<file path="config.mk">
export PLATFORM = sky130hd
export DESIGN_NAME = led_behavior_pulse_sequencer
export DESIGN_NICKNAME = d
export VERILOG_FILES = /design/src/verilog/led_seq_pkg.sv /design/src/verilog/led_behavior_pulse_sequencer.sv
export SDC_FILE = /design/constraint.sdc
export NUM_CORES = 1
export LEC_CHECK = 0
export ABC_AREA = 1
export BUFFER_PORTS_ARGS = -buffer_cell sky130_fd_sc_hd__buf_2
export CORE_MARGIN = 5
export CORE_UTILIZATION = 53
export CTS_BUF_LIST = sky130_fd_sc_hd__clkbuf_8
export DETAILED_ROUTE_END_ITERATION = 12
export PLACE_DENSITY = 0.7
export SLEW_MARGIN = 20
export SYNTH_ARGS = -nofsm -noshare
export SYNTH_HDL_FRONTEND = slang
export SYNTH_SLANG_ARGS = --single-unit
</file>
<file path="constraint.sdc">
create_clock -name clk_i -period 11.6 [get_ports clk_i]
set_input_delay 0.58 -clock clk_i [delete_from_list [all_inputs] [get_ports clk_i]]
set_output_delay 0.58 -clock clk_i [all_outputs]
set_load 0.03 [all_outputs]
</file>
<file path="src/verilog/led_seq_pkg.sv">
// package: register map, field layout, reset values and timing of the led sequencer
package led_seq_pkg;

  // ********************************************
  // register indices (byte address = 4 * index)
  // ********************************************
  localparam int unsigned ADR_W        = 12;
  localparam logic [7:0]  IDX_CTRL     = 8'h70;
  localparam logic [7:0]  IDX_STATUS   = 8'h71;
  localparam logic [7:0]  IDX_BEHAVIOR = 8'h81;
  localparam logic [7:0]  IDX_PULSE_ONE_PERIOD_CODE   = 8'h84;
  localparam logic [7:0]  IDX_PULSE_TWO_PERIOD_CODE   = 8'h85;
  localparam logic [7:0]  IDX_BR_PER   = 8'h86;
  localparam logic [7:0]  IDX_CONFIG   = 8'h88;
  localparam logic [7:0]  IDX_DUTY0    = 8'h90;
  localparam logic [7:0]  IDX_RATES    = 8'h94;

  // ********************************************
  // field positions
  // ********************************************
  localparam int unsigned START_ON_RELEASE_BIT = 7;
  localparam int unsigned CTRL_DRIVE_BIT       = 0;
  localparam int unsigned CTRL_POL_BIT         = 1;
  localparam int unsigned CTRL_LINK_BIT        = 2;
  localparam int unsigned CTRL_PUSH_PULL_BIT   = 3;
  localparam int unsigned CNT_ONE_LSB          = 0;
  localparam int unsigned CNT_TWO_LSB          = 3;
  localparam int unsigned DUTY_MIN_LSB         = 0;
  localparam int unsigned DUTY_MAX_LSB         = 4;
  localparam int unsigned FALL_LSB             = 0;
  localparam int unsigned RISE_LSB             = 3;

  // ********************************************
  // reset values
  // ********************************************
  localparam logic [7:0] RST_PULSE_ONE_PERIOD_CODE   = 8'h20;
  localparam logic [6:0] RST_PULSE_TWO_PERIOD_CODE   = 7'h14;
  localparam logic [6:0] RST_BR_PER   = 7'h5D;
  localparam logic [5:0] RST_CONFIG   = 6'h04;
  localparam logic [7:0] RST_DUTY     = 8'hF0;
  localparam logic [5:0] RST_RATES    = 6'h00;
  localparam logic [3:0] RST_CTRL     = 4'h0;

  // ********************************************
  // timing
  // ********************************************
  localparam int unsigned CLK_HZ    = 100_000_000;
  localparam int unsigned UNIT_MS   = 32;
  localparam int unsigned UNIT_CYC  = UNIT_MS * (CLK_HZ / 1000);
  localparam int unsigned RAMP_MS   = 250;
  localparam int unsigned RAMP_CYC  = RAMP_MS * (CLK_HZ / 1000);
  localparam logic [6:0]  PWM_SLOTS = 7'h64;

  // duty code to percent, entry 15 first
  localparam logic [15:0][6:0] DUTY_MAX_PCT = {7'h64, 7'h4D, 7'h3F, 7'h35, 7'h2E, 7'h28,
    7'h23, 7'h1E, 7'h1A, 7'h17, 7'h14, 7'h11, 7'h0E, 7'h0B, 7'h09, 7'h07};
  localparam logic [15:0][6:0] DUTY_MIN_PCT = {7'h4D, 7'h3F, 7'h35, 7'h2E, 7'h28, 7'h23,
    7'h1E, 7'h1A, 7'h17, 7'h14, 7'h11, 7'h0E, 7'h0B, 7'h09, 7'h07, 7'h00};

  typedef enum logic [1:0] {
    BEH_DIRECT    = 2'h0,
    BEH_PULSE_ONE = 2'h1,
    BEH_PULSE_TWO = 2'h2,
    BEH_BREATHE   = 2'h3
  } behavior_t;

  typedef enum logic [1:0] {
    SEQ_IDLE = 2'h0,
    SEQ_RUN  = 2'h1,
    SEQ_TAIL = 2'h3
  } seq_t;

endpackage : led_seq_pkg
</file>
<file path="src/verilog/led_behavior_pulse_sequencer.sv">
// led behavior sequencer: wishbone registers, pulse/breathe sequencing and pwm pin drive
`timescale 1ns/1ps
module led_behavior_pulse_sequencer #(
  parameter int unsigned UNIT_CYC = led_seq_pkg::UNIT_CYC,
  parameter int unsigned RAMP_CYC = led_seq_pkg::RAMP_CYC
) (
  input  wire logic                           clk_i,
  input  wire logic                           rst_i,
  input  wire logic                           wb_cyc_i,
  input  wire logic                           wb_stb_i,
  input  wire logic                           wb_we_i,
  input  wire logic [led_seq_pkg::ADR_W-1:0]  wb_adr_i,
  input  wire logic [31:0]                    wb_dat_i,
  input  wire logic [3:0]                     wb_sel_i,
  output logic      [31:0]                    wb_dat_o,
  output logic                                wb_ack_o,
  input  wire logic                           touch_i,
  output logic                                led_o,
  output logic                                led_oe_o
);

  // ********************************************
  // state
  // ********************************************
  typedef struct packed {
    logic [1:0]      behavior;
    logic [7:0]      pulse_one_period_code;
    logic [6:0]      pulse_two_period_code;
    logic [6:0]      br_per;
    logic [5:0]      cfg;
    logic [3:0][7:0] duty;
    logic [5:0]      rates;
    logic [3:0]      ctrl;
    led_seq_pkg::seq_t state;
    logic            act_q;
    logic [3:0]      pulses_left;
    logic [6:0]      unit_cnt;
    logic [31:0]     tick_cnt;
    logic [31:0]     acc;
    logic [6:0]      level;
    logic [7:0]      div_cnt;
    logic [6:0]      slot;
    logic [6:0]      duty_q;
    logic            led;
    logic            ack;
    logic [7:0]      rdata;
  } state_t;

  state_t s;
  state_t next_s;
  led_seq_pkg::behavior_t beh;
  logic        act, rise_ev, fall_ev, start_ev, tick, pulse_end, up, wr, hit;
  logic        pwm_en, frame_end, pwm_on;
  logic [2:0]  rate, cnt1, cnt2, rise_r, fall_r;
  logic [6:0]  dmax, dmin, span, per_code, eff, target;
  logic [7:0]  idx, rd_mux, duty_sel, pwm_div;
  logic [31:0] period_cyc, ramp_cyc;

  // ********************************************
  // next state
  // ********************************************
  always_comb begin
    next_s = s;
    beh    = led_seq_pkg::behavior_t'(s.behavior);
    cnt1   = s.cfg[led_seq_pkg::CNT_ONE_LSB +: 3];
    cnt2   = s.cfg[led_seq_pkg::CNT_TWO_LSB +: 3];
    rise_r = s.rates[led_seq_pkg::RISE_LSB +: 3];
    fall_r = s.rates[led_seq_pkg::FALL_LSB +: 3];

    // bus slave: ack one cycle after the request, unmapped reads give zero
    idx = wb_adr_i[9:2];
    hit = (wb_adr_i[led_seq_pkg::ADR_W-1:10] == 2'h0);
    next_s.ack = wb_cyc_i & wb_stb_i & ~s.ack;
    wr = next_s.ack & wb_we_i & wb_sel_i[0] & hit;
    rd_mux = 8'h00;
    if (hit) begin
      unique case (idx)
        led_seq_pkg::IDX_CTRL:     rd_mux = {4'h0, s.ctrl};
        led_seq_pkg::IDX_STATUS:   rd_mux = {s.led, s.level};
        led_seq_pkg::IDX_BEHAVIOR: rd_mux = {6'h00, s.behavior};
        led_seq_pkg::IDX_PULSE_ONE_PERIOD_CODE:   rd_mux = s.pulse_one_period_code;
        led_seq_pkg::IDX_PULSE_TWO_PERIOD_CODE:   rd_mux = {1'b0, s.pulse_two_period_code};
        led_seq_pkg::IDX_BR_PER:   rd_mux = {1'b0, s.br_per};
        led_seq_pkg::IDX_CONFIG:   rd_mux = {2'h0, s.cfg};
        led_seq_pkg::IDX_RATES:    rd_mux = {2'h0, s.rates};
        default: begin
          if (idx[7:2] == led_seq_pkg::IDX_DUTY0[7:2]) begin
            rd_mux = s.duty[idx[1:0]];
          end
        end
      endcase
    end
    next_s.rdata = rd_mux;
    if (wr) begin
      unique case (idx)
        led_seq_pkg::IDX_CTRL:     next_s.ctrl = wb_dat_i[3:0];
        led_seq_pkg::IDX_BEHAVIOR: next_s.behavior = wb_dat_i[1:0];
        led_seq_pkg::IDX_PULSE_ONE_PERIOD_CODE:   next_s.pulse_one_period_code = wb_dat_i[7:0];
        led_seq_pkg::IDX_PULSE_TWO_PERIOD_CODE:   next_s.pulse_two_period_code = wb_dat_i[6:0];
        led_seq_pkg::IDX_BR_PER:   next_s.br_per = wb_dat_i[6:0];
        led_seq_pkg::IDX_CONFIG:   next_s.cfg = wb_dat_i[5:0];
        led_seq_pkg::IDX_RATES:    next_s.rates = wb_dat_i[5:0];
        default: begin
          if (idx[7:2] == led_seq_pkg::IDX_DUTY0[7:2]) begin
            next_s.duty[idx[1:0]] = wb_dat_i[7:0];
          end
        end
      endcase
    end

    // actuation source: touch when linked, else the drive bit
    act = s.ctrl[led_seq_pkg::CTRL_LINK_BIT] ? touch_i
                                             : s.ctrl[led_seq_pkg::CTRL_DRIVE_BIT];
    rise_ev = act & ~s.act_q;
    fall_ev = ~act & s.act_q;
    next_s.act_q = act;
    start_ev = (beh == led_seq_pkg::BEH_PULSE_ONE &&
                s.pulse_one_period_code[led_seq_pkg::START_ON_RELEASE_BIT]) ? fall_ev : rise_ev;

    // duty set per behavior: pulse1, pulse2, breathe, direct
    duty_sel = s.duty[2'(s.behavior - 2'h1)];
    dmax = led_seq_pkg::DUTY_MAX_PCT[duty_sel[led_seq_pkg::DUTY_MAX_LSB +: 4]];
    dmin = led_seq_pkg::DUTY_MIN_PCT[duty_sel[led_seq_pkg::DUTY_MIN_LSB +: 4]];
    span = (dmax > dmin) ? 7'(dmax - dmin) : 7'h00;

    // period in 32 ms units; code zero runs as one unit
    unique case (beh)
      led_seq_pkg::BEH_PULSE_ONE: per_code = s.pulse_one_period_code[6:0];
      led_seq_pkg::BEH_PULSE_TWO: per_code = s.pulse_two_period_code;
      default:                    per_code = s.br_per;
    endcase
    eff = (per_code == 7'h00) ? 7'h01 : per_code;
    period_cyc = 32'(eff) * 32'(UNIT_CYC);

    // timebase: one tick per period unit, held cleared while idle
    tick = (s.state != led_seq_pkg::SEQ_IDLE) && (s.tick_cnt == 32'(UNIT_CYC - 1));
    pulse_end = tick && (s.unit_cnt == 7'(eff - 7'h01));
    if (s.state == led_seq_pkg::SEQ_IDLE) begin
      next_s.tick_cnt = 32'h0;
      next_s.unit_cnt = 7'h00;
    end else if (tick) begin
      next_s.tick_cnt = 32'h0;
      next_s.unit_cnt = pulse_end ? 7'h00 : 7'(s.unit_cnt + 7'h01);
    end else begin
      next_s.tick_cnt = s.tick_cnt + 32'h1;
    end

    // brightness: direct ramps by rise/fall time, patterns by bresenham over the period
    up = 1'b0;
    target = act ? dmax : dmin;
    rate = act ? rise_r : fall_r;
    ramp_cyc = 32'(rate) * 32'(RAMP_CYC);
    if (s.state == led_seq_pkg::SEQ_IDLE && beh == led_seq_pkg::BEH_DIRECT) begin
      if (rate == 3'h0) begin
        next_s.level = target;
        next_s.acc = 32'h0;
      end else if (s.acc + 32'(span) >= ramp_cyc) begin
        next_s.acc = 32'h0;
        if (s.level < target) begin
          next_s.level = 7'(s.level + 7'h01);
        end else if (s.level > target) begin
          next_s.level = 7'(s.level - 7'h01);
        end
      end else begin
        next_s.acc = s.acc + 32'(span);
      end
    end else if (s.state == led_seq_pkg::SEQ_IDLE) begin
      next_s.level = dmin;
      next_s.acc = 32'h0;
    end else begin
      // first half ramps up, second half down; an odd unit count splits its middle unit
      up = ({s.unit_cnt, 1'b0} < {1'b0, eff}) && !(({s.unit_cnt, 1'b0} + 8'h01 == {1'b0, eff}) &&
           ({s.tick_cnt, 1'b0} >= 33'(UNIT_CYC)));
      if (s.acc + 32'({span, 1'b0}) >= period_cyc) begin
        next_s.acc = s.acc + 32'({span, 1'b0}) - period_cyc;
        if (up && s.level < dmax) begin
          next_s.level = 7'(s.level + 7'h01);
        end else if (!up && s.level > dmin) begin
          next_s.level = 7'(s.level - 7'h01);
        end
      end else begin
        next_s.acc = s.acc + 32'({span, 1'b0});
      end
    end

    // sequencer; a start trigger in idle or tail restarts from the minimum, a running pulse 1 ignores it
    unique case (s.state)
      led_seq_pkg::SEQ_IDLE: begin
        if (start_ev && beh != led_seq_pkg::BEH_DIRECT) begin
          next_s.state = led_seq_pkg::SEQ_RUN;
          next_s.pulses_left = 4'(cnt1) + 4'h1;
          next_s.tick_cnt = 32'h0;
          next_s.acc = 32'h0;
          next_s.level = dmin;
        end
      end
      led_seq_pkg::SEQ_RUN: begin
        if (beh == led_seq_pkg::BEH_DIRECT) begin
          next_s.state = led_seq_pkg::SEQ_IDLE;
        end else if (beh == led_seq_pkg::BEH_PULSE_ONE) begin
          // no stop trigger: only the breath count ends it
          if (pulse_end && s.pulses_left <= 4'h1) begin
            next_s.state = led_seq_pkg::SEQ_IDLE;
            next_s.level = dmin;
          end else if (pulse_end) begin
            next_s.pulses_left = 4'(s.pulses_left - 4'h1);
            next_s.level = dmin;
          end
        end else if (fall_ev && beh == led_seq_pkg::BEH_BREATHE) begin
          next_s.state = led_seq_pkg::SEQ_IDLE;
        end else if (fall_ev) begin
          next_s.state = led_seq_pkg::SEQ_TAIL;
          next_s.pulses_left = 4'(cnt2) + 4'h1;
          next_s.tick_cnt = 32'h0;
          next_s.unit_cnt = 7'h00;
          next_s.acc = 32'h0;
          next_s.level = dmin;
        end else if (pulse_end) begin
          next_s.level = dmin;
        end
      end
      led_seq_pkg::SEQ_TAIL: begin
        if (rise_ev || beh != led_seq_pkg::BEH_PULSE_TWO) begin
          next_s.state = rise_ev ? led_seq_pkg::SEQ_RUN : led_seq_pkg::SEQ_IDLE;
          next_s.tick_cnt = 32'h0;
          next_s.unit_cnt = 7'h00;
          next_s.acc = 32'h0;
          next_s.level = dmin;
        end else if (pulse_end && s.pulses_left <= 4'h1) begin
          next_s.state = led_seq_pkg::SEQ_IDLE;
          next_s.level = dmin;
        end else if (pulse_end) begin
          next_s.pulses_left = 4'(s.pulses_left - 4'h1);
          next_s.level = dmin;
        end
      end
      default: next_s.state = led_seq_pkg::SEQ_IDLE;
    endcase

    // pwm slot rate: direct follows rise/fall, patterns follow the period
    if (beh == led_seq_pkg::BEH_DIRECT) begin
      pwm_div = 8'(rise_r) + 8'(fall_r) + 8'h01;
    end else begin
      pwm_div = 8'(eff >> 2) + 8'h01;
    end
    pwm_en = (s.div_cnt >= 8'(pwm_div - 8'h01));
    next_s.div_cnt = pwm_en ? 8'h00 : 8'(s.div_cnt + 8'h01);
    frame_end = pwm_en && (s.slot == 7'(led_seq_pkg::PWM_SLOTS - 7'h01));
    if (pwm_en) begin
      next_s.slot = frame_end ? 7'h00 : 7'(s.slot + 7'h01);
    end
    // duty only moves at frame edges, so fast ramps cannot outrun the pwm
    if (frame_end) begin
      next_s.duty_q = s.level;
    end
    pwm_on = (s.slot < s.duty_q);
    next_s.led = s.ctrl[led_seq_pkg::CTRL_POL_BIT] ? pwm_on : ~pwm_on;
  end

  // ********************************************
  // registers
  // ********************************************
  always_ff @(posedge clk_i) begin
    if (rst_i) begin
      s <= '0;
      s.pulse_one_period_code   <= led_seq_pkg::RST_PULSE_ONE_PERIOD_CODE;
      s.pulse_two_period_code   <= led_seq_pkg::RST_PULSE_TWO_PERIOD_CODE;
      s.br_per   <= led_seq_pkg::RST_BR_PER;
      s.cfg      <= led_seq_pkg::RST_CONFIG;
      s.duty     <= {4{led_seq_pkg::RST_DUTY}};
      s.rates    <= led_seq_pkg::RST_RATES;
      s.ctrl     <= led_seq_pkg::RST_CTRL;
      s.state    <= led_seq_pkg::SEQ_IDLE;
      s.led      <= 1'b1;
    end else begin
      s <= next_s;
    end
  end

  // open drain drives only the low level; push-pull always drives
  assign led_o    = s.led;
  assign led_oe_o = s.ctrl[led_seq_pkg::CTRL_PUSH_PULL_BIT] | ~s.led;
  assign wb_dat_o = {24'h000000, s.rdata};
  assign wb_ack_o = s.ack;
endmodule : led_behavior_pulse_sequencer

</file>
# == Word level (Yosys, flattened, before mapping) ==
# Memories as Yosys holds them, arrays and structs flattened.
# Index checks and enable logic that the tools add are counted.
# totals
regBits,189
mem_bits_ro,224
elab_cells,206
memories,2
# mem_list
name,words,width,read_ports,rd_clocked_by_memory_dff,wr,line,text
(no name shown),16,7,1,0,0,led_behavior_pulse_sequencer.sv:123,dmin = led_seq_pkg::DUTY_MIN_PCT[duty_sel[led_seq_pkg::DUTY_MIN_LSB +: 4]];
(no name shown),16,7,1,0,0,led_behavior_pulse_sequencer.sv:122,dmax = led_seq_pkg::DUTY_MAX_PCT[duty_sel[led_seq_pkg::DUTY_MAX_LSB +: 4]];
# op_classes
n_addsub,20
mul,2
n_lt_le_gt_ge,17
eq_ne,25
n_mux,64
bitwise_logic,15
n_reduce_logical,37
# op_table
op,n
$mux W71,3
$pmux W71 S3,1
$mux W82,2
$mux W39,4
$mux W7,19
$mux W32,3
$mux W75,1
$pmux W8 S8,1
$eq A8 B8 Y1 const B,6
$ge A33 B22 Y1 const B,1
$add A32 B1 Y32 const B,1
$add A32 B7 Y32,1
$add A32 B8 Y32,1
$bmux W8 S2,2
$bwmux W32,1
$eq A32 B22 Y1 const B,1
$ge A32 B28 Y1,1
$ge A32 B29 Y1,1
$mux W8,4
$sub A32 B29 Y32,1
$pmux W7 S2,2
$mul A3 B19 Y22 const B,1
$add A7 B1 Y7 const B,3
$gt A7 B7 Y1,3
other kinds (53),116

# == Longest topological paths before layout ==
# Gate-level depths: netlist of the first run.
# depth
depth_word,21
mapped_depth,59
mapped_depth_nobuf,57

# == Worst setup path after synthesis of the first run ==
# Ideal clock, no wire load.
# synth_timing
path_kind,register -> register
from,"register s, in the netlist beh[0]"
to,register s[62] in the netlist's numbering
arrival_time_ns,8.163
t_required_ns,11.530
slack_ns,3.367
path_stages_with_launch,52
cell_sequence,dfxtp_1 -> inv_2 -> buf_6 -> ha_1 -> inv_2 -> buf_1 -> a21oi_1 -> a32oi_1 -> inv_1 -> ha_1 -> nand2_1 -> inv_1 -> o21ai_0 -> ha_1 -> a21oi_1 -> o21ai_0 -> a31oi_1 -> o21ai_2 -> (+16 left out) -> o31ai_1 -> a21o_1 -> a21oi_1 -> nor2_1 -> nor2_1 -> o21ai_0 -> a21oi_1 -> nor2_1 -> nor2_1 -> o21ai_0 -> nand3_1 -> nand2_1 -> nand2_1 -> nand4_2 -> buf_4 -> clkbuf_1 -> o21ai_0 -> a21oi_1
# synth_between
elab_chain_len,17
# synth_lines
item,line,text
from (decl),led_behavior_pulse_sequencer.sv:49,state_t s;
from (signal assigned),led_behavior_pulse_sequencer.sv:276,s <= next_s;
$sub A2 B1 Y2,led_behavior_pulse_sequencer.sv:121,duty_sel = s.duty[2'(s.behavior - 2'h1)];
$bmux W8 S2,led_behavior_pulse_sequencer.sv:121,
$mux W8 (not written as such),led_behavior_pulse_sequencer.sv:121,
$mem_v2 Z16 W7 (on tied branches),--,
$mux W7 (on tied branches),"led_behavior_pulse_sequencer.sv:122, led_behavior_pulse_sequencer.sv:123",
$sub A7 B7 Y7 or $gt A7 B7 Y1 (tied branches),led_behavior_pulse_sequencer.sv:124,span = (dmax > dmin) ? 7'(dmax - dmin) : 7'h00;
$mux W7,led_behavior_pulse_sequencer.sv:124,
$add A32 B8 Y32 or $add A32 B7 Y32 (tied branches),--,
$sub A32 B29 Y32 (tied with other cells),led_behavior_pulse_sequencer.sv:175,"next_s.acc = s.acc + 32'({span, 1'b0}) - period_cyc;"
$mux W32 (on tied branches),"led_behavior_pulse_sequencer.sv:174, led_behavior_pulse_sequencer.sv:157",
$mux W39 (on tied branches),"led_behavior_pulse_sequencer.sv:167, led_behavior_pulse_sequencer.sv:154",
$mux W39,led_behavior_pulse_sequencer.sv:153,if (s.state == led_seq_pkg::SEQ_IDLE && beh == led_seq_pkg::BEH_DIRECT) begin
$mux W75,led_behavior_pulse_sequencer.sv:211,end else if (fall_ev) begin
$mux W82,led_behavior_pulse_sequencer.sv:209,end else if (fall_ev && beh == led_seq_pkg::BEH_BREATHE) begin
$mux W71,led_behavior_pulse_sequencer.sv:200,end else if (beh == led_seq_pkg::BEH_PULSE_ONE) begin
$mux W82,led_behavior_pulse_sequencer.sv:198,if (beh == led_seq_pkg::BEH_DIRECT) begin
$pmux W71 S3 *,led_behavior_pulse_sequencer.sv:187,unique case (s.state)
# Mark *: on every way between the ends. The rest lies on a longest branch, timed or not. The select of a mux whose other input is x is not followed.
# A chain may end at the register's enable or synchronous reset.

# == Worst setup path in the final report of the first run ==
# layout_timing
from,"register s, in the netlist beh[0]"
to,register s[70] in the netlist's numbering
# The elaborated chain is that of the path after synthesis.

==> flow_summary_export.csv, run 1 <==
group,metric,value,unit
floorplan,die_w,192,um
synth,synth_cells,2635,
flow_run,maxCapViolCount,0,
grt,grt_usage,0.273,
synth,yosys_warnings,0,
power_and_ir_drop,finalPower,1.28,mW
power_and_ir_drop,p_sw,415,uW
synth,synth-xor-area-share,0.0720,
drt,vias,17300,
clock_network,numCtsBuffers,17,
drt,drc,0,
synth,synth_fa_ha_area_frac,0.158,
timing,post-route-period-util,0.864,
worst_setup_path,critPathSlowestCell,"ha_1",
worst_setup_path,cp_common_cell,"nand2_1",
timing,worst_clock_skew,0.0225,ns
placement,place_congestion,0.967,
clock_network,clock_path_buffers,2,
worst_setup_path,worst-endpoint-required,12.00,ns
timing,slew_headroom,0.368,
cells_and_area,antenna_cells,0,
synth,synthesis.area,17600,um^2
synth,synth.area.top_cells,"dfxtp_1, ha_1, nand2_1",
worst_setup_path,cp_max_fo,33,
cells_and_area,drive_above_1_share,0.0517,
power_and_ir_drop,clkPwrFrac,0.353,
cells_and_area,seqCellArea,3780,um^2
synth,async_reset_ff_frac,0,
floorplan,core-area,32700,um^2
timing,fmax,0.0998,GHz
synth,synth.mux.area_fraction,0.00114,
clock_network,clkLatencyLatePin,0.54,ns
timing,hold_violations,0,
synth,yosys.area_share.simple,0.269,
floorplan,io_pins,89,
drt,drt_pass1_iterations,9,
synth,synth-compound-area-share,0.174,
synth,synth_ff_type,"dfxtp_1",
clock_network,cts_root_buf,"clkbuf_8",
timing,final.setup.tns,0,ns
timing,finalSetupViolCount,0,
timing,final_max_slew_viol_count,0,
worst_setup_path,critPathCapture,"s[70]",
drt,finalWirelength,50400,um
synth,synth-seq-cells,189,
synth,synth-edff-count,0,
placement,pre_cts_ws,1.76,ns
grt,antenna_found_initial,0,
clock_network,cts-htree-levels,4,
cells_and_area,multiInputGateArea,12000,um^2
power_and_ir_drop,intPower,865,uW
synth,synth_top_area_cell,"dfxtp_1",
grt,grt_start_max_net_pins,78,
drt,viasPerCell,5.61,
synth,yosysUniqueCellTypes,67,
drt,antenna_left,0,
cells_and_area,area_growth,4.65,%
power_and_ir_drop,switching_share,0.324,
worst_setup_path,r2r_slack,1.58,ns
timing,setup_ws,1.58,ns
placement,dp_hpwl,39500,um
worst_setup_path,reg2reg_from,"beh[0]",
grt,grt.overflow.total,0,
floorplan,die_h,192,um
clock_network,path_clk_slew,0.12,ns
worst_setup_path,critPathKind,"flip-flop to flip-flop",
worst_setup_path,crit_start,"beh[0]",
worst_setup_path,end_kind,"flip-flop",
floorplan,initial_core_util,0.539,
synth,syn_avg_cell_area,6.69,um^2
worst_setup_path,crit_path_max_incr_delay,0.71,ns
timing,rsz0062_at_grt,"no",
floorplan,row_count,66,
cells_and_area,nFillCells,3235,
worst_setup_path,reg2reg_depth,47,
synth,synth_top_family_by_area,"simple AND/OR/NAND/NOR gates",
power_and_ir_drop,leakage,8.36,nW
clock_network,cts_tree,"built",
cells_and_area,fin_nets,2907,
power_and_ir_drop,p_seq_frac,0.519,
grt,grt_pass1_wl,82500,um
clock_network,post_cts_buffers,0,
worst_setup_path,cp.arrival,10.42,ns
timing,min_period,10.02,ns
clock_network,cts_resized,0,
power_and_ir_drop,powerDensity,69.3,nW/um^2
floorplan,die_area,37000,um^2
worst_hold_path,hold_path_class,"primary input to flip-flop",
drt,wire_per_inst,16.3,um
synth,ys_seq_area_frac,0.215,
power_and_ir_drop,p_comb_frac,0.128,
synth,synth_top_area_share,0.215,
placement,io_buffers,35,
clock_network,cts_num_sinks,189,
grt,grt_pass1_vias,16600,
outcome,outcome,"finished clean",
worst_setup_path,r2r-end,"s[70]",
power_and_ir_drop,peakVddDrop,77.8,uV
worst_setup_path,critPathLaunchType,"flip-flop",
clock_network,cts-hold-fix-buffers,0,
timing,worst_pin_slew,0.941,ns
drt,drt_iter0_markers,1534,
==> final cells by class <==
type,count,area share
clock buffer,17,0.0127
tap,442,0.0300
sequential,189,0.205
inverter,392,0.0797
timing repair buffer,49,0.0152
clock inverter,15,0.00834
multi-input combinational,1988,0.649
==> worst max-delay path, delay by kind of cell (launching register included) <==
kind / cells / cell delay, ns
AO/OA/AOI/OAI: 15 / 3.59
XOR/XNOR: 1 / 0.15
adder cells (fa/ha/maj): 6 / 2.45
buffers and inverters: 7 / 1.29
flip-flops: 1 / 0.37
AND/OR/NAND/NOR: 18 / 1.99
==> worst min-delay path by stage <==
| stage | start | endpoint | slack, ns | cells past startpoint |
|---|---|---|---|---|
| floorplan | s[71] | s[71] | 0.43 | 1 |
| global placement | wb_ack_o | wb_ack_o | 0.43 | 1 |
| detailed placement | wb_ack_o | wb_ack_o | 0.43 | 1 |
| CTS | wb_stb_i | wb_ack_o | 0.26 | 3 |
| global route | wb_cyc_i | wb_ack_o | 0.30 | 3 |
| finish | wb_stb_i | wb_ack_o | 0.29 | 3 |
==> cell usage in the layout, fill, tap and decap left out, types with 14 or more instances in the layout <==
cell / netlist / final
ha_1: 204 / 204
xor2_1: 104 / 104
dfxtp_1: 189 / 189
nand4_1: 46 / 46
nor3_1: 73 / 73
nor4_1: 17 / 16
nand3_1: 151 / 151
buf_2: 4 / 35
o211ai_1: 24 / 24
clkbuf_8: 0 / 17
nor2_1: 229 / 229
inv_1: 383 / 383
buf_4: 35 / 14
nand2_1: 486 / 486
o21ai_0: 161 / 161
xnor2_1: 41 / 41
a21oi_1: 213 / 213
o22ai_1: 27 / 27
o21ai_1: 17 / 17
conb_1: 1 / 24
==> synth_stat cells, types with 12 or more instances <==
library cell and count:
o22ai_1 27, inv_1 383, nand2_1 486, a21oi_1 213
ha_1 204, o211ai_1 24, o21ai_1 17, xnor2_1 41
nor2_1 229, xor2_1 104, nor4_1 17, fa_1 12
buf_4 35, nand3_1 151, nand4_1 46, clkbuf_1 42
nor3_1 73, o21ai_0 161, dfxtp_1 189, nand2_2 12
==> sequential cells by signal, summed over array words and instances (netlist names) <==
name      cells
cnt1          3
wb_ack_o      1
wb_dat_o      8
s           165
cnt2          3
led_o         1
beh           2
fall_r        3
rise_r        3
==> layer usage <==
metal / routed length (um) / part of all wire / track usage / vias to the layer above
met5: 0 / 0 / 0 / -
met1: 22900 / 0.45 / 0.369 / 7931
li1: - / - / - / 8748
met2: 23100 / 0.46 / 0.452 / 576
met3: 3450 / 0.068 / 0.0411 / 87
met4: 1040 / 0.021 / 0.0765 / 0
==> through the flow <==
step	util	cells	area, um^2	hold slack (ns)
3_5_place_dp	0.552	3060	18100	0.434
4_1_cts	0.564	3092	18400	0.257
3_3_place_gp	0.552	3060	18100	0.427
2_1_floorplan	-	2658	17700	0.430
5_1_grt	0.564	3092	18500	0.296
6_report	0.564	3092	18500	0.287
==> power by group through the flow <==
stage / logic [mW] / clock network [mW] / registers [mW]
floorplan: 0.127 / 0 / 0.674
global placement: 0.156 / 0 / 0.678
detailed placement: 0.160 / 0 / 0.678
CTS: 0.160 / 0.461 / 0.663
global route: 0.183 / 0.485 / 0.665
finish: 0.164 / 0.452 / 0.664
==> logic make-up after synthesis <==
group	after synthesis
DFF	189
and+or+nand+nor	1066
other	1
buffers and inverters	481
xor gates and xnor gates	145
adders and majority gates	216
muxes	2
AOI/OAI and AO/OA	535
Note: power is estimated with default switching activity, not from simulation.
==> run 2, diff against run 1 <==
--- a/config.mk
+++ b/config.mk
@@ -6,12 +6,13 @@
 export NUM_CORES = 1
 export LEC_CHECK = 0
 export ABC_AREA = 1
-export BUFFER_PORTS_ARGS = -buffer_cell sky130_fd_sc_hd__buf_2
 export CORE_MARGIN = 5
 export CORE_UTILIZATION = 53
 export CTS_BUF_LIST = sky130_fd_sc_hd__clkbuf_8
+export CTS_CLUSTER_DIAMETER = 100
 export DETAILED_ROUTE_END_ITERATION = 12
-export PLACE_DENSITY = 0.7
+export DONT_BUFFER_PORTS = 1
+export PLACE_DENSITY = 0.68
 export SLEW_MARGIN = 20
 export SYNTH_ARGS = -nofsm -noshare
 export SYNTH_HDL_FRONTEND = slang
==> run 2 against run 1 <==
Combinational power is 10% lower. Maximum frequency is 0.35% higher. Clock-buffer cell count up 2. Utilization shrank 0.44 points. Sequential share of layout area increased by 0.16 points. First-iteration DRC count decreased by 3.3%. Global-route usage barely moved. Total power rose by 0.40%. Critical path type unchanged.
==> flow_summary_export.csv, run 2 (same netlist as run 1, synthesis figures left out) <==
group,metric,value,unit
cells_and_area,drive_above_1_share,0.0390,
worst_hold_path,hold_path_class,"primary input to flip-flop",
clock_network,post_cts_buffers,0,
drt,wire_per_inst,16.6,um
clock_network,cts_num_sinks,189,
cells_and_area,final_cell_area,18300,um^2
timing,worst_pin_slew,0.936,ns
grt,grt_start_max_net_pins,78,
drt,vias,17200,
cells_and_area,nFillCells,3322,
power_and_ir_drop,p_sw,407,uW
timing,holdWs,0.126,ns
cells_and_area,final_common_cell,"nand2_1",
placement,placed_area,17900,um^2
power_and_ir_drop,finalPower,1.28,mW
clock_network,path_clk_slew,0.12,ns
placement,io_buffers,0,
placement,pre_cts_ws,1.82,ns
clock_network,clkLatencyLatePin,0.52,ns
cells_and_area,final_core_util,0.560,
floorplan,die_w,192,um
clock_network,clock_path_buffers,2,
grt,grt_usage,0.272,
power_and_ir_drop,clkPwrFrac,0.368,
floorplan,die_area,37000,um^2
timing,final_max_slew_viol_count,0,
timing,worst_clock_skew,0.0194,ns
worst_setup_path,critPathSlowestCell,"a32oi_1",
power_and_ir_drop,powerDensity,70.2,nW/um^2
power_and_ir_drop,p_seq_frac,0.517,
grt,grt_pass1_wl,81900,um
cells_and_area,regMostFlops,"s",
timing,min_period,9.99,ns
power_and_ir_drop,leakage,8.22,nW
drt,finalWirelength,50700,um
floorplan,initial_core_util,0.539,
worst_setup_path,critPathKind,"flip-flop to flip-flop",
floorplan,row_count,66,
cells_and_area,area_growth,3.84,%
placement,dp_hpwl,39800,um
clock_network,cts_tree,"built",
clock_network,numCtsBuffers,17,
outcome,outcome,"finished clean",
placement,place_congestion,0.957,
grt,grt_pass1_vias,16100,
clock_network,cts_resized,0,
worst_setup_path,cp.arrival,10.38,ns
drt,drc,0,
worst_setup_path,cp_max_fo,33,
timing,hold_violations,0,
cells_and_area,fin_nets,2871,
power_and_ir_drop,intPower,878,uW
cells_and_area,fin_cells,3056,
cells_and_area,antenna_cells,0,
clock_network,cts-htree-levels,4,
worst_setup_path,crit_path_max_incr_delay,0.62,ns
cells_and_area,final_cell_mix,"nand2_1, inv_1, nor2_1",
flow_run,maxCapViolCount,0,
drt,drt_pass1_iterations,8,
drt,drt_iter0_markers,1484,
clock_network,cts_root_buf,"clkbuf_8",
drt,viasPerCell,5.62,
floorplan,io_pins,89,
worst_setup_path,end_kind,"flip-flop",
worst_setup_path,critPathLaunchType,"flip-flop",
timing,fmax,0.100,GHz
grt,grt.overflow.total,0,
power_and_ir_drop,p_comb_frac,0.114,
timing,finalSetupViolCount,0,
worst_setup_path,cp_common_cell,"nand2_1",
timing,post-route-period-util,0.861,
floorplan,die_h,192,um
grt,antenna_found_initial,0,
timing,setup_ws,1.61,ns
timing,final.setup.tns,0,ns
worst_setup_path,worst-endpoint-required,11.99,ns
timing,slew_headroom,0.372,
power_and_ir_drop,switching_share,0.317,
drt,antenna_left,0,
power_and_ir_drop,peakVddDrop,98.0,uV
timing,rsz0062_at_grt,"no",
floorplan,core-area,32700,um^2
placement,dp.cells,3024,
clock_network,cts-hold-fix-buffers,0,
cells_and_area,largest_reg_flops,165,
[run 2: changes by cell type in the layout (fill, tap and decap cells not counted)]
cell / delta
clkinv_4: -3
clkinv_8: +3
buf_4: -1
clkbuf_8: +2
o21ai_0: -1
o21ai_1: +1
inv_1: -1
clkinvlp_4: -1
buf_2: -35
[run 2: layout make-up]
class                           instances  area (um^2)  share of cell area
Multi-Input combinational cell       1988        12000               0.654
Sequential cell                       189         3780               0.207
Inverter                              392         1470              0.0804
Tap cell                              442          553              0.0302
Clock buffer                           19          262              0.0143
Clock inverter                         13          165             0.00902
Timing Repair Buffer                   13         97.6             0.00533
[run 2: final timing paths]
check                 to  depth (start not counted)  startpoint  slack [ns]
hold reg to reg    s[71]                          1       s[71]        0.47
hold / removal    s[116]                          1       rst_i        0.13
setup reg to reg   s[68]                         49      beh[0]        1.61
setup / recovery   s[68]                         49      beh[0]        1.61
[run 2: metal layers]
metal	up-vias	wire, um	track usage
li1	8679	-	-
met1	7887	23400	0.378
met2	530	23200	0.450
met3	71	3340	0.0394
met4	0	765	0.0584
met5	-	0	0
[run 2: worst max-delay path, delay by kind of cell, from the launching register on]
kind	cells	cell delay, ns
adder cells (fa/ha/maj)	6	2.08
XOR/XNOR	1	0.14
flip-flops	1	0.32
AND/OR/NAND/NOR	18	2.02
buffers and inverters	9	1.67
AO/OA/AOI/OAI	15	3.58
[run 2: power groups by stage]
stage | clock network [mW] | registers (mW) | logic (mW)
after floorplan | 0 | 0.674 | 0.127
after CTS | 0.482 | 0.664 | 0.144
after global placement | 0 | 0.679 | 0.141
final | 0.473 | 0.665 | 0.147
after detailed placement | 0 | 0.679 | 0.143
after global routing | 0.507 | 0.666 | 0.165
